$ cat src/logic/pc_regfile_consts.vh
`ifndef PC_REGFILE_CONSTS_VH
`define PC_REGFILE_CONSTS_VH
`define RESET_VECTOR 32'h0000_8000
`define EXCEPTION_VECTOR 32'h0000_8080
`define IRQ_VECTOR_FIRST 32'h0000_8004
`define IRQ_VECTOR_STEP 32'h0000_0004
`define IRQ_NUM_FIRST 4'h1
`define IRQ_NUM_LAST 4'hF
`define INSN_BYTES 32'h0000_0002
`define STACK_FRAME_FLAGS 16'h0006
`define STACK_WORD 16'h0002
`define REG_FAR_BASE 4'h8
`define REG_PAGE_ALT 4'h9
`define REG_BASE_LAST 4'hD
`define REG_STATUS 4'hE
`define REG_STACK 4'hF
`define APB_CTRL 12'h000
`define APB_STATUS 12'h004
`define APB_PC 12'h008
`define APB_SP 12'h00C
`define APB_PSW 12'h010
`define APB_REG_BASE 12'h040
`define APB_REG_LAST 12'h07C
`define CTRL_RUN 0
`define CTRL_STEP 1
`define OP_NEXT 4'h0
`define OP_FAR_ABS 4'h1
`define OP_PAIR 4'h2
`define OP_REL12 4'h3
`define OP_RELREG 4'h4
`define OP_COND12 4'h5
`define OP_COND8 4'h6
`define OP_RET 4'h7
`define OP_FLAG_RESTORING_RETURN 4'h8
`define OP_IRQ 4'h9
`define OP_EXCEPT 4'hA
`endif

$ cat src/logic/gp_regs.v
`timescale 1ns/1ps
`include "pc_regfile_consts.vh"
module gp_regs #(
	parameter NUM_REGS = 16,
	parameter WIDTH = 16
) (
	input wire clk,
	input wire reset,
	input wire wr_en,
	input wire wr_byte,
	input wire [3:0] wr_sel,
	input wire [WIDTH-1:0] wr_data,
	input wire [3:0] rd_sel_a,
	input wire [3:0] rd_sel_b,
	input wire rd_byte,
	output wire [WIDTH-1:0] rd_a,
	output wire [WIDTH-1:0] rd_b,
	output wire [WIDTH-1:0] status_word,
	output wire [WIDTH-1:0] stack_ptr
);
	reg [WIDTH-1:0] regs [0:NUM_REGS-1];
	genvar i;
	generate
		for (i = 0; i < NUM_REGS; i = i + 1) begin : g_reg
			always @(posedge clk) begin
				if (reset) begin
					regs[i] <= {WIDTH{1'b0}};
				end else if (wr_en && wr_sel == i) begin
					if (wr_byte) begin
						regs[i] <= {{(WIDTH-8){1'b0}}, wr_data[7:0]};
					end else begin
						regs[i] <= wr_data;
					end
				end
			end
		end
	endgenerate
	// Byte mode only looks at the low byte
	assign rd_a = rd_byte ? {{(WIDTH-8){1'b0}}, regs[rd_sel_a][7:0]} : regs[rd_sel_a];
	assign rd_b = rd_byte ? {{(WIDTH-8){1'b0}}, regs[rd_sel_b][7:0]} : regs[rd_sel_b];
	assign status_word = regs[`REG_STATUS];
	assign stack_ptr = regs[`REG_STACK];
endmodule // gp_regs

$ cat src/logic/pc_regfile.v
`timescale 1ns/1ps
`include "pc_regfile_consts.vh"
// Overview of operation
// - A 32-bit program counter addresses code from 0000_8000H upward.
// - Bit zero of the program counter is always zero.
// - Reset loads 0000_8000H; an accepted exception loads 0000_8080H.
// - Interrupts jump to fixed vectors four bytes apart, 8004H to 803CH.
// - Far jump/call loads 24-bit target; pair form uses base<<16 plus source.
// - Short relative branch/call: pc plus 2 plus signed 12-bit offset.
// - Register-relative branch/call: pc plus 2 plus signed source register.
// - Taken conditional branch adds byte count plus signed 12 or 8 bit offset.
// - Return and flag-restoring return reload the full pc from stack words.
// - Sixteen 16-bit registers; byte mode uses the low 8 bits.
// - Byte-mode writes clear the upper 8 bits.
// - Register fourteen is the CPU status word.
// - Register eight is the base for the one-word far move unless a pair op or bus register access steers the shared read port.
// - Registers eight to thirteen are bases for the two-word far move, with the same pair op and bus register access exception.
// - Pair calls and jumps take upper pc bits from register eight or nine.
// - Interrupt pushes pc low, pc high, status; sp plus six unless a core or bus register write takes the port that cycle.
module pc_regfile (
	input wire CORE_CLK_IN,
	input wire RESET_IN,
	input wire PSEL_IN,
	input wire PENABLE_IN,
	input wire PWRITE_IN,
	input wire [11:0] PADDR_IN,
	input wire [31:0] PWDATA_IN,
	input wire WDOG_RESET_IN,
	input wire [3:0] OP_IN,
	input wire OP_VALID_IN,
	input wire [3:0] IRQ_NUM_IN,
	input wire [23:0] ABS_TARGET_IN,
	input wire [11:0] OFFSET_IN,
	input wire [3:0] BASE_SEL_IN,
	input wire [3:0] SRC_SEL_IN,
	input wire [2:0] INSN_BYTES_IN,
	input wire [31:0] STACK_DATA_IN,
	input wire MOVE_TWO_WORD_IN,
	input wire [3:0] MOVE_BASE_SEL_IN,
	input wire REG_WR_IN,
	input wire REG_WR_BYTE_IN,
	input wire [3:0] REG_WR_SEL_IN,
	input wire [15:0] REG_WR_DATA_IN,
	output reg [31:0] PRDATA_OUT,
	output reg PREADY_OUT,
	output reg PSLVERR_OUT,
	output reg [31:0] FETCH_ADDR_OUT,
	output reg [15:0] MOVE_BASE_OUT,
	output reg [15:0] PUSH_LOW_OUT,
	output reg [15:0] PUSH_HIGH_OUT,
	output reg [15:0] PUSH_STATUS_OUT,
	output reg PUSH_VALID_OUT,
	output reg OP_ERROR_OUT
);
	reg [31:0] pc;
	reg [31:0] next_pc;
	reg [1:0] ctrl;
	reg op_error;
	reg [3:0] base_sel;
	reg sp_upd;
	reg [15:0] next_sp;
	wire [15:0] rd_a;
	wire [15:0] rd_b;
	wire [15:0] status_word;
	wire [15:0] stack_ptr;
	wire [15:0] move_base;
	wire apb_acc = PSEL_IN && PENABLE_IN && PREADY_OUT;
	wire apb_wr = apb_acc && PWRITE_IN;
	wire apb_reg = PADDR_IN >= `APB_REG_BASE && PADDR_IN <= `APB_REG_LAST && PADDR_IN[1:0] == 2'h0;
	wire [3:0] apb_idx = PADDR_IN[5:2];
	wire run = ctrl[`CTRL_RUN] || ctrl[`CTRL_STEP];
	wire do_op = OP_VALID_IN && run;
	wire [31:0] off12 = {{20{OFFSET_IN[11]}}, OFFSET_IN};
	wire [31:0] off8 = {{24{OFFSET_IN[7]}}, OFFSET_IN[7:0]};
	wire [31:0] src_ext = {{16{rd_b[15]}}, rd_b};
	wire [31:0] nb = {29'h0, INSN_BYTES_IN};
	wire pair_ok = BASE_SEL_IN == `REG_FAR_BASE || BASE_SEL_IN == `REG_PAGE_ALT;
	wire irq_ok = IRQ_NUM_IN >= `IRQ_NUM_FIRST && IRQ_NUM_IN <= `IRQ_NUM_LAST;
	wire move_ok = MOVE_TWO_WORD_IN ? (MOVE_BASE_SEL_IN >= `REG_FAR_BASE &&
		MOVE_BASE_SEL_IN <= `REG_BASE_LAST) : 1'b1;
	// Software register writes are taken over the bus; the core port wins on collisions
	wire core_wr = REG_WR_IN;
	wire bus_wr = apb_wr && apb_reg && !core_wr;
	// Stack pointer update shares the write port as lowest priority
	wire wr_en = core_wr || bus_wr || sp_upd;
	wire [3:0] wr_sel = core_wr ? REG_WR_SEL_IN : (bus_wr ? apb_idx : `REG_STACK);
	wire [15:0] wr_data = core_wr ? REG_WR_DATA_IN : (bus_wr ? PWDATA_IN[15:0] : next_sp);
	wire wr_byte = core_wr ? REG_WR_BYTE_IN : 1'b0;
	always @* begin
		base_sel = BASE_SEL_IN;
		// A pair op outranks a bus read; an idle bus address must not steer the move base
		if (OP_VALID_IN && OP_IN == `OP_PAIR) begin
			base_sel = pair_ok ? BASE_SEL_IN : `REG_FAR_BASE;
		end else if (PSEL_IN && apb_reg) begin
			base_sel = apb_idx;
		end else begin
			base_sel = (MOVE_TWO_WORD_IN && move_ok) ? MOVE_BASE_SEL_IN : `REG_FAR_BASE;
		end
	end
	gp_regs #(
		.NUM_REGS(16),
		.WIDTH(16)
	) u_regs (
		.clk(CORE_CLK_IN),
		.reset(RESET_IN),
		.wr_en(wr_en),
		.wr_byte(wr_byte),
		.wr_sel(wr_sel),
		.wr_data(wr_data),
		.rd_sel_a(base_sel),
		.rd_sel_b(SRC_SEL_IN),
		.rd_byte(1'b0),
		.rd_a(rd_a),
		.rd_b(rd_b),
		.status_word(status_word),
		.stack_ptr(stack_ptr)
	);
	assign move_base = rd_a;
	always @* begin
		next_pc = pc;
		op_error = 1'b0;
		sp_upd = 1'b0;
		next_sp = stack_ptr;
		if (do_op) begin
			case (OP_IN)
			`OP_NEXT: begin
				next_pc = pc + nb;
			end
			`OP_FAR_ABS: begin
				next_pc = {8'h00, ABS_TARGET_IN};
			end
			`OP_PAIR: begin
				next_pc = {rd_a, rd_b};
				op_error = !pair_ok;
			end
			`OP_REL12: begin
				next_pc = pc + `INSN_BYTES + off12;
			end
			`OP_RELREG: begin
				next_pc = pc + `INSN_BYTES + src_ext;
			end
			`OP_COND12: begin
				next_pc = pc + nb + off12;
			end
			`OP_COND8: begin
				next_pc = pc + nb + off8;
			end
			`OP_RET, `OP_FLAG_RESTORING_RETURN: begin
				next_pc = STACK_DATA_IN;
			end
			`OP_IRQ: begin
				if (irq_ok) begin
					next_pc = `IRQ_VECTOR_FIRST + {26'h0, IRQ_NUM_IN - 4'h1, 2'h0};
					next_sp = stack_ptr + `STACK_FRAME_FLAGS;
					sp_upd = 1'b1;
				end else begin
					op_error = 1'b1;
				end
			end
			`OP_EXCEPT: begin
				next_pc = `EXCEPTION_VECTOR;
			end
			default: begin
				op_error = 1'b1;
			end
			endcase
		end
		next_pc[0] = 1'b0;
	end
	always @(posedge CORE_CLK_IN) begin
		if (RESET_IN || WDOG_RESET_IN) begin
			pc <= `RESET_VECTOR;
			FETCH_ADDR_OUT <= `RESET_VECTOR;
			PUSH_VALID_OUT <= 1'b0;
			PUSH_LOW_OUT <= 16'h0000;
			PUSH_HIGH_OUT <= 16'h0000;
			PUSH_STATUS_OUT <= 16'h0000;
			OP_ERROR_OUT <= 1'b0;
			MOVE_BASE_OUT <= 16'h0000;
		end else begin
			pc <= next_pc;
			FETCH_ADDR_OUT <= next_pc;
			PUSH_VALID_OUT <= do_op && OP_IN == `OP_IRQ && irq_ok;
			PUSH_LOW_OUT <= pc[15:0];
			PUSH_HIGH_OUT <= pc[31:16];
			PUSH_STATUS_OUT <= status_word;
			OP_ERROR_OUT <= op_error;
			MOVE_BASE_OUT <= move_base;
		end
	end
	// Single-step bit clears itself after one accepted operation
	always @(posedge CORE_CLK_IN) begin
		if (RESET_IN) begin
			ctrl <= 2'h1;
		end else if (apb_wr && PADDR_IN == `APB_CTRL) begin
			ctrl <= PWDATA_IN[1:0];
		end else if (do_op && ctrl[`CTRL_STEP]) begin
			ctrl[`CTRL_STEP] <= 1'b0;
		end
	end
	// Zero-wait slave: pready rises in each access phase
	always @(posedge CORE_CLK_IN) begin
		if (RESET_IN) begin
			PREADY_OUT <= 1'b0;
			PRDATA_OUT <= 32'h0000_0000;
			PSLVERR_OUT <= 1'b0;
		end else begin
			PREADY_OUT <= PSEL_IN && !PENABLE_IN;
			PSLVERR_OUT <= 1'b0;
			if (PSEL_IN && !PENABLE_IN) begin
				PRDATA_OUT <= 32'h0000_0000;
				case (PADDR_IN)
				`APB_CTRL: PRDATA_OUT <= {30'h0, ctrl};
				`APB_STATUS: PRDATA_OUT <= {31'h0, OP_ERROR_OUT};
				`APB_PC: PRDATA_OUT <= pc;
				`APB_SP: PRDATA_OUT <= {16'h0, stack_ptr};
				`APB_PSW: PRDATA_OUT <= {16'h0, status_word};
				default: begin
					if (apb_reg) begin
						PRDATA_OUT <= {16'h0, rd_a};
					end else begin
						PSLVERR_OUT <= 1'b1;
					end
				end
				endcase
			end
		end
	end
endmodule // pc_regfile

$ cat config.mk
export PLATFORM = sky130hd
export DESIGN_NAME = pc_regfile
export DESIGN_NICKNAME = d
export VERILOG_FILES = /design/src/logic/gp_regs.v /design/src/logic/pc_regfile.v
export VERILOG_INCLUDE_DIRS = /design/src /design/src/logic
export SDC_FILE = /design/constraint.sdc
export NUM_CORES = 1
export LEC_CHECK = 0
export BUFFER_PORTS_ARGS = -buffer_cell sky130_fd_sc_hd__buf_4
export CAP_MARGIN = 20
export CORE_MARGIN = 2
export CORE_UTILIZATION = 40
export DETAILED_ROUTE_END_ITERATION = 12
export PLACE_DENSITY_LB_ADDON = 0.08
export RECOVER_POWER = 50
export SETUP_SLACK_MARGIN = 0.1
export SYNTH_ARGS = -nofsm -noshare
export SYNTH_HDL_FRONTEND = slang
export SYNTH_SLANG_ARGS = --single-unit
$ cat constraint.sdc
create_clock -name CORE_CLK_IN -period 6.3 [get_ports CORE_CLK_IN]
set_clock_uncertainty 0.1 [all_clocks]
set_input_delay 0.315 -clock CORE_CLK_IN [delete_from_list [all_inputs] [get_ports CORE_CLK_IN]]
set_output_delay 0.315 -clock CORE_CLK_IN [all_outputs]
set_load 0.05 [all_outputs]
==> impl_metrics.csv, run 1 <==
group,metric,value,unit
global_route,globalRouteOverflowTotal,0,
yosys,synth-edff-count,256,
route,detail_route.iter0.violations,2277,
route,route.detailed.wl_per_inst,27.9,um
setup_path,worst_r2r_path_depth,7,
yosys,yosys.area_share.simple,17.8,%
pwr,total_power,6.86,mW
yosys,netlist.top_cell.by_area,"sky130_fd_sc_hd__edfxtp_1",
setup_path,path_max_fanout,35,
die,placeableCoreArea,60500,um2
clock_tree,cts_max_level,2,
setup_path,worstSetupStartpointType,"input pin",
route,route.antenna.remaining_nets,0,
layout,highest_count_cells_in_the_layout_ignoring_fill_and_taps,"377 x sky130_fd_sc_hd__nor2_1, 256 x sky130_fd_sc_hd__edfxtp_1, 192 x sky130_fd_sc_hd__nand2_1",
yosys,synth_top_family_by_area,"simple AND/OR/NAND/NOR gates",
job,max_cap_violations,4,
setup_path,crit_path_cell_trace,"dlygate4sd3_1 > clkbuf_1 > and4_1 > nand2_1 > clkbuf_1 > a21oi_1 > o21ai_0 > nand2_1 > nand2b_1",
die,dieArea,63300,um2
global_route,first_global_vias,20600,
die,chipHeight,252,um
place,final_weighted_congestion_of_routability_driven_global_placement,0.914,
sta,post-route-min-period,5660,ps
setup_path,critical_path_buf_inv_count,3,
global_route,globalRoute.busiestLayer,"met2",
place,hpwl,71.4,mm
clock_tree,clock_latency,600,ps
clock_tree,clock_tree.buffer_depth,3,
place,placement.setup.worst_slack,806,ps
sta,finalMaxSlewViolations,114,
global_route,global_route.usage.met1,41.0,%
sta,unrepaired_setup_endpoints_after_global_routing,"false",
die,die_w,252,um
worst_hold_path,worstHoldPathType,"in2reg",
yosys,post_synth_main_area_contributors,"sky130_fd_sc_hd__edfxtp_1 31%, sky130_fd_sc_hd__dfxtp_1 11%, sky130_fd_sc_hd__mux4_2 7.8%",
clock_tree,cts_tree,"built",
setup_path,worst_path_largest_cell_delay,1580,ps
setup_path,largest_delay_contributor_family_on_the_critical_path,"buffers and inverters",
yosys,synthCells,2445,
sta,layout_worst_path_cycle_share,89.8,%
run_status,run_status,"complete, but fails checks",
route,route.vias.total,21300,
yosys,post_synth_instance_area,24500,um2
setup_path,worst_r2r_startpoint,"PREADY_OUT",
setup_path,critical_path.startpoint,"PENABLE_IN",
yosys,ys_types,85,
setup_path,cp_data_arrival_time,5770,ps
layout,number_of_cells_in_the_finished_layout_apart_from_fillers,3476,
pwr,power_density,241,nW/um2
yosys,yosys.area_share.adder,3.61,%
die,top_level_ports,297,
route,detail_route.first_pass.iterations,8,
die,initial_core_util,40.5,%
setup_path,cp-end-kind,"flip-flop",
global_route,grt.total_usage,30.1,%
clock_tree,cts-buffers-inserted,46,
clock_tree,cts.reportedPaths.clkPinSlew,60,ps
setup_path,critical_path_depth,9,
place,io_buffers,276,
setup_path,critical_path.endpoint,"u_regs.regs[12][14]",
layout,most_frequent_standard_cell_in_the_layout_excluding_fill_and_tap_cells,"sky130_fd_sc_hd__nor2_1",
global_route,antenna_found_initial,2,
route,detail_route.vias_per_cell,6.12,
yosys,ys.warnings.count,0,
sta,fmaxAchievable,0.177,GHz
global_route,global_route_wire_length_before_repair,141,mm
yosys,synth-async-reset-ratio,0,%
yosys,synth.avg_cell_area,10.0,um2
setup_path,worst_path_max_delay_cell,"sky130_fd_sc_hd__clkbuf_1",
pwr,vdd.ir_drop.worst,0.000173,V
clock_tree,post-cts-setup-buffers,0,
yosys,post_synth_top_flop,"sky130_fd_sc_hd__edfxtp_1",
sta,final_hold_viol_count,0,
setup_path,critPathKind,"in2reg",
layout,syn_to_final_growth,16.2,%
route,route.detailed.drc,0,
yosys,xor_and_xnor_area_share_after_synthesis,4.32,%
sta,setup_viol_count_final,0,
die,core.rowCount,90,
pwr,leakage,10.5,nW
yosys,ys_seq_elements,388,
clock_tree,root_buffer,"sky130_fd_sc_hd__clkbuf_16",
layout,layout-drive-gt1-share,15.3,%
setup_path,endpoint_of_the_worst_slack_reg_to_reg_timing_path,"u_regs.regs[12][14]",
global_route,global_routing_met2_resource_utilization,48.8,%
yosys,synth_sequential_area_ratio,42.1,%
global_route,global_route.usage.met3,6.16,%
setup_path,rrSetupSlack,680,ps
global_route,grt_max_degree,62,
yosys,synth_top_cell_area_share,31.4,%
sta,max_slew.worst_pin.slew,2210,ps
place,place.detailed.instances,3381,
clock_tree,cts.sink_count,388,
run_status,failing_checks,"max-capacitance violations, max-slew violations",
sta,max-slew-margin-rel,-47.3,%
sta,totalNegativeSetupSlack,0,ps
setup_path,worst_ep_required_time,6410,ps
yosys,proportion_of_synthesized_area_in_mux_cells,16.2,%
sta,postLayoutSetupSlackWorst,640,ps
route,wl,97.0,mm
yosys,synth-compound-area-share,12.4,%
layout,nNetsFinal,2889,
[cells in the mapped netlist, types with 20 or more instances]
master / number
sky130_fd_sc_hd__mux2i_1: 185
sky130_fd_sc_hd__dfxtp_1: 132
sky130_fd_sc_hd__a21o_1: 22
sky130_fd_sc_hd__nand3_1: 71
sky130_fd_sc_hd__nor3_1: 40
sky130_fd_sc_hd__nand4_1: 25
sky130_fd_sc_hd__inv_1: 27
sky130_fd_sc_hd__nor2_1: 379
sky130_fd_sc_hd__a31oi_1: 22
sky130_fd_sc_hd__a21oi_1: 111
sky130_fd_sc_hd__nand2b_1: 47
sky130_fd_sc_hd__o21ai_0: 90
sky130_fd_sc_hd__xnor2_1: 64
sky130_fd_sc_hd__buf_2: 20
sky130_fd_sc_hd__and2_1: 75
sky130_fd_sc_hd__xor2_1: 57
sky130_fd_sc_hd__a211oi_1: 21
sky130_fd_sc_hd__a221oi_1: 35
sky130_fd_sc_hd__clkbuf_1: 134
sky130_fd_sc_hd__nand2_1: 192
sky130_fd_sc_hd__ha_1: 66
sky130_fd_sc_hd__a221o_1: 26
sky130_fd_sc_hd__edfxtp_1: 256
sky130_fd_sc_hd__mux4_2: 85
[layer usage]
metal | wire (um) | vias up
li1 | - | 9487
met3 | 9020 | 144
met2 | 45100 | 1039
met4 | 2650 | 4
met5 | 24 | -
met1 | 40200 | 10600
[what timing repair did]
item / in CTS / in global routing
gates resized for setup: 0 / 0
hold buffers: 7 / 0
endpoints found under the hold margin: 12 / 0
[power breakdown]
group	switching (mW)	internal [mW]	total, mW
logic	0.765	0.422	1.19
clock network	1.16	1.61	2.77
registers	0.0891	2.81	2.90
total	2.01	4.84	6.86
[area by class of cell]
cell class	instances	area, um2
Antenna cell	1	2.50
Clock buffer	60	1240
Timing Repair Buffer	339	2110
Sequential cell	388	10300
Tap cell	782	978
Clock inverter	26	290
Multi-Input combinational cell	1853	13400
Fill cell	5838	32000
Inverter	27	101
[tightest hold or removal path, cell delays in order]
cell and delay, ps:
sky130_fd_sc_hd__buf_4 80, sky130_fd_sc_hd__a221oi_1 80, sky130_fd_sc_hd__a41oi_1 190
[worst min-delay path by stage]
stage,from,end,slack (ps),cells past startpoint
2_1_floorplan,PWDATA_IN[0],ctrl[0],350,2
5_1_grt,STACK_DATA_IN[12],pc[12],40,3
6_report,STACK_DATA_IN[12],pc[12],10,3
3_5_place_dp,PRDATA_OUT[31],PRDATA_OUT[31],350,2
4_1_cts,STACK_DATA_IN[12],pc[12],4,3
3_3_place_gp,PRDATA_OUT[31],PRDATA_OUT[31],350,2
[state kept, by name, indices dropped and copies added, names as in the netlist]
signal / cells
ctrl: 2
OP_ERROR_OUT: 1
PUSH_HIGH_OUT: 16
PREADY_OUT: 1
PUSH_STATUS_OUT: 16
PUSH_VALID_OUT: 1
PRDATA_OUT: 32
u_regs.regs: 256
MOVE_BASE_OUT: 16
PUSH_LOW_OUT: 15
pc: 31
PSLVERR_OUT: 1
[stage by stage]
stage / util (%) / cell area, um2 / hold WS [ps]
final: 47.1 / 28500 / 11.7
after global routing: 47.1 / 28500 / 41.1
after CTS: 47.9 / 29000 / 4.05
after detailed placement: 45.3 / 27400 / 348
after global placement: 45.3 / 27400 / 345
after floorplan: - / 24500 / 347
[kinds of logic after synthesis]
kind of cell,count (synthesis)
buffers and inverters,205
AO/OA/AOI/OAI,444
adder cells (fa/ha/maj),69
multiplexers,289
XOR/XNOR,121
flip-flops,388
other,1
AND/OR/NAND/NOR,928
Note: power is estimated with default switching activity, not from simulation.
==> run 2: changes to the inputs <==
--- a/config.mk
+++ b/config.mk
@@ -6,6 +6,7 @@
 export SDC_FILE = /design/constraint.sdc
 export NUM_CORES = 1
 export LEC_CHECK = 0
+export ABC_AREA = 1
 export BUFFER_PORTS_ARGS = -buffer_cell sky130_fd_sc_hd__buf_4
 export CAP_MARGIN = 20
 export CORE_MARGIN = 2
==> run 2 against run 1 <==
- the flow still finishes with violations (max-capacitance violations, max-slew violations)
- first-iteration DRC count grew 34%
- clock-buffer cell count shrank 5
- final area grew 1.6%
- setup slack gained 300 ps
- core utilization shrank 0.40 points
- critical path depth grew 8
- global-route usage grew 4.4 points
- area after synthesis grew 2.7%
- combinational power shrank 5%
- fmax grew 5.7%
- largest power group unchanged
==> impl_metrics.csv, run 2 <==
group,metric,value,unit
run_status,failing_checks,"max-capacitance violations, max-slew violations",
layout,largest-register,"u_regs.regs",
sta,totalNegativeSetupSlack,0,ps
pwr,netSwitchingPower,2.03,mW
setup_path,cp_data_arrival_time,5790,ps
layout,antenna_diode_count,0,
pwr,vdd.ir_drop.worst,0.000223,V
clock_tree,cts.reportedPaths.clkPinSlew,60,ps
layout,syn_to_final_growth,14.8,%
setup_path,worst_r2r_startpoint,"pc[1]",
clock_tree,post-cts-setup-buffers,0,
job,max_cap_violations,2,
setup_path,worstSetupStartpointType,"input pin",
worst_hold_path,timing.hold.worst_endpoint,"pc[1]",
pwr,intPower,4.85,mW
global_route,globalRouteOverflowTotal,0,
layout,layout-drive-gt1-share,8.70,%
route,route.vias.total,25800,
pwr,power_frac_clock,41.7,%
route,route.detailed.drc,0,
die,initial_core_util,40.7,%
yosys,ys_types,69,
clock_tree,cts_max_level,2,
sta,setup_viol_count_final,0,
global_route,grt_max_degree,83,
yosys,ys.warnings.count,0,
sta,max-slew-margin-rel,-113,%
route,route.detailed.wl_per_inst,25.7,um
die,chipHeight,255,um
setup_path,critPathKind,"in2reg",
yosys,netlist.top_cell.by_area,"sky130_fd_sc_hd__edfxtp_1",
yosys,most_used_standard_cells_in_the_synthesized_netlist,"680 x sky130_fd_sc_hd__nand2_1, 581 x sky130_fd_sc_hd__nor2_1, 301 x sky130_fd_sc_hd__nand3_1, 276 x sky130_fd_sc_hd__inv_1, 256 x sky130_fd_sc_hd__edfxtp_1",
global_route,global_route_wire_length_before_repair,163,mm
clock_tree,cts_tree,"built",
setup_path,crit_path_cell_trace,"buf_4 > nor2_1 > inv_1 > nor2_1 > nand2_1 > clkinv_1 > nand3_1 > nand2_1 > clkbuf_1 > nand2_1 > o211ai_1 > nand3_1 > nand3_1 > nand3_1 > nand3_1 > nand2_1 > nand2_1",
sta,unrepaired_setup_endpoints_after_global_routing,"false",
route,detail_route.iter0.violations,3042,
route,wl,115,mm
yosys,most_frequently_used_cell_type_in_the_post_synthesis_netlist,"sky130_fd_sc_hd__nand2_1",
sta,post-route-min-period,5360,ps
layout,biggestRegsByFlops,"u_regs.regs x256, PRDATA_OUT x32, pc x31",
worst_hold_path,min_from,"ABS_TARGET_IN[1]",
pwr,combPwrFrac,16.4,%
yosys,synth-async-reset-ratio,0,%
pwr,leakage,11.8,nW
yosys,synthCells,3401,
die,dieArea,65000,um2
place,place.detailed.instances,4383,
clock_tree,cts-buffers-inserted,45,
yosys,ys_seq_elements,388,
layout,flip_flop_count_of_the_largest_register_all_copies_and_words_added,256,
yosys,post_synth_top_flop,"sky130_fd_sc_hd__edfxtp_1",
route,route.antenna.remaining_nets,0,
sta,layout_worst_path_cycle_share,85.0,%
setup_path,worst_ep_required_time,6740,ps
pwr,power.share.switching,29.5,%
sta,finalMaxSlewViolations,95,
die,die_w,255,um
die,top_level_ports,297,
layout,nNetsFinal,3832,
worst_hold_path,worstHoldPathCells,4,
yosys,synth_sequential_area_ratio,41.0,%
setup_path,cp-end-kind,"flip-flop",
layout,regArea,10300,um2
layout,number_of_cells_in_the_finished_layout_apart_from_fillers,4469,
sta,worst_hold_slack,37.8,ps
place,io_buffers,276,
sta,fmaxAchievable,0.187,GHz
setup_path,largest_delay_contributor_family_on_the_critical_path,"simple AND/OR/NAND/NOR gates",
setup_path,worst_path_max_delay_cell,"sky130_fd_sc_hd__clkbuf_1",
yosys,post_synth_main_area_contributors,"sky130_fd_sc_hd__edfxtp_1 31%, sky130_fd_sc_hd__dfxtp_1 10%, sky130_fd_sc_hd__nand2_1 10%",
yosys,synth.avg_cell_area,7.40,um2
global_route,antenna_found_initial,2,
route,detail_route.vias_per_cell,5.77,
clock_tree,cts.sink_count,388,
place,final_weighted_congestion_of_routability_driven_global_placement,0.987,
setup_path,endpoint_of_the_worst_slack_reg_to_reg_timing_path,"pc[31]",
layout,highest_count_cells_in_the_layout_ignoring_fill_and_taps,"683 x sky130_fd_sc_hd__nand2_1, 595 x sky130_fd_sc_hd__nor2_1, 300 x sky130_fd_sc_hd__nand3_1",
worst_hold_path,worstHoldPathType,"in2reg",
setup_path,worst_r2r_path_depth,26,
die,core.rowCount,91,
pwr,power_density,238,nW/um2
pwr,p_seq_share,41.9,%
clock_tree,clock_tree.buffer_depth,3,
setup_path,rrSetupSlack,1010,ps
layout,most_frequent_standard_cell_in_the_layout_excluding_fill_and_tap_cells,"sky130_fd_sc_hd__nand2_1",
layout,fill_cell_total_of_the_finished_layout,6413,
global_route,grt.total_usage,34.6,%
yosys,synth-edff-count,256,
clock_tree,root_buffer,"sky130_fd_sc_hd__clkbuf_16",
die,placeableCoreArea,61900,um2
layout,multiInputGateArea,12800,um2
clock_tree,clock_latency,590,ps
setup_path,path_max_fanout,28,
route,detail_route.first_pass.iterations,7,
setup_path,critical_path_buf_inv_count,4,
place,hpwl,88.1,mm
run_status,run_status,"complete, but fails checks",
global_route,first_global_vias,24200,
setup_path,critical_path.startpoint,"OP_IN[3]",
sta,final_hold_viol_count,0,
yosys,synth_top_cell_area_share,30.5,%
sta,max_slew.worst_pin.slew,3190,ps
yosys,post_synth_instance_area,25200,um2
setup_path,worst_path_largest_cell_delay,1130,ps
-- run 2: layout make-up --
cell class	count	area share [%]
inverter	312	4.05
clock buffer	55	4.31
tap	837	3.62
clock inverter	26	1.25
multi-input combinational	2531	44.3
timing repair buffer	320	6.75
sequential	388	35.7
-- run 2: layer usage --
layer / global-route usage, % / share of wire, % / vias up
met5: 0 / 0.020 / -
met4: 16.1 / 5.3 / 4
met3: 4.82 / 7.7 / 235
met2: 59.2 / 48 / 1267
met1: 43.0 / 39 / 12300
li1: - / - / 11900
-- run 2: repair_timing --
| item | 4_1_cts | 5_1_grt |
|---|---|---|
| hold buffers | 3 | 0 |
| resized for setup | 0 | 0 |
| hold endpoints to repair | 2 | 0 |
-- run 2: worst max-delay path by stage --
stage | endpoint | slack, ps | cells after the start
6_report | pc[27] | 940 | 17
5_1_grt | pc[31] | 720 | 26
4_1_cts | pc[31] | 1150 | 26
3_5_place_dp | pc[21] | 1050 | 23
3_3_place_gp | pc[21] | 1110 | 23
2_1_floorplan | pc[31] | 2070 | 26
-- run 2: power by group through the flow --
stage | Clock (mW) | Sequential [mW] | Combinational (mW)
floorplan | 0 | 2.97 | 0.611
global placement | 0 | 2.93 | 1.12
detailed placement | 0 | 2.93 | 1.13
CTS | 2.88 | 2.88 | 1.13
global route | 2.99 | 2.89 | 1.21
finish | 2.86 | 2.88 | 1.13
-- run 2: per-stage QoR --
| step | area (um2) | worst slack, ps | power, mW | util [%] |
|---|---|---|---|---|
| 2_1_floorplan | 25200 | 2070 | 3.58 | - |
| 3_3_place_gp | 27800 | 1110 | 4.05 | 44.9 |
| 3_5_place_dp | 27800 | 1050 | 4.06 | 44.9 |
| 4_1_cts | 29500 | 1150 | 6.89 | 47.6 |
| 5_1_grt | 28900 | 716 | 7.08 | 46.7 |
| 6_report | 28900 | 945 | 6.87 | 46.7 |
-- run 2: cells by family (layout without fill, tap and decap cells) --
group | after synthesis | after routing | synth area share, %
AO/OA/AOI/OAI | 688 | 688 | 16.4
XOR/XNOR | 80 | 80 | 2.78
adder cells (fa/ha/maj) | 69 | 69 | 3.52
buffers and inverters | 483 | 713 | 7.93
flip-flops | 388 | 388 | 41.0
other | 1 | 2 | 0.0149
AND/OR/NAND/NOR | 1692 | 1692 | 28.4
-- run 2: worst min-delay path, delay by kind of cell --
kind | cells | cell delay [ps]
simple gates | 2 | 180
compound gates | 1 | 130
buf+inv | 1 | 80
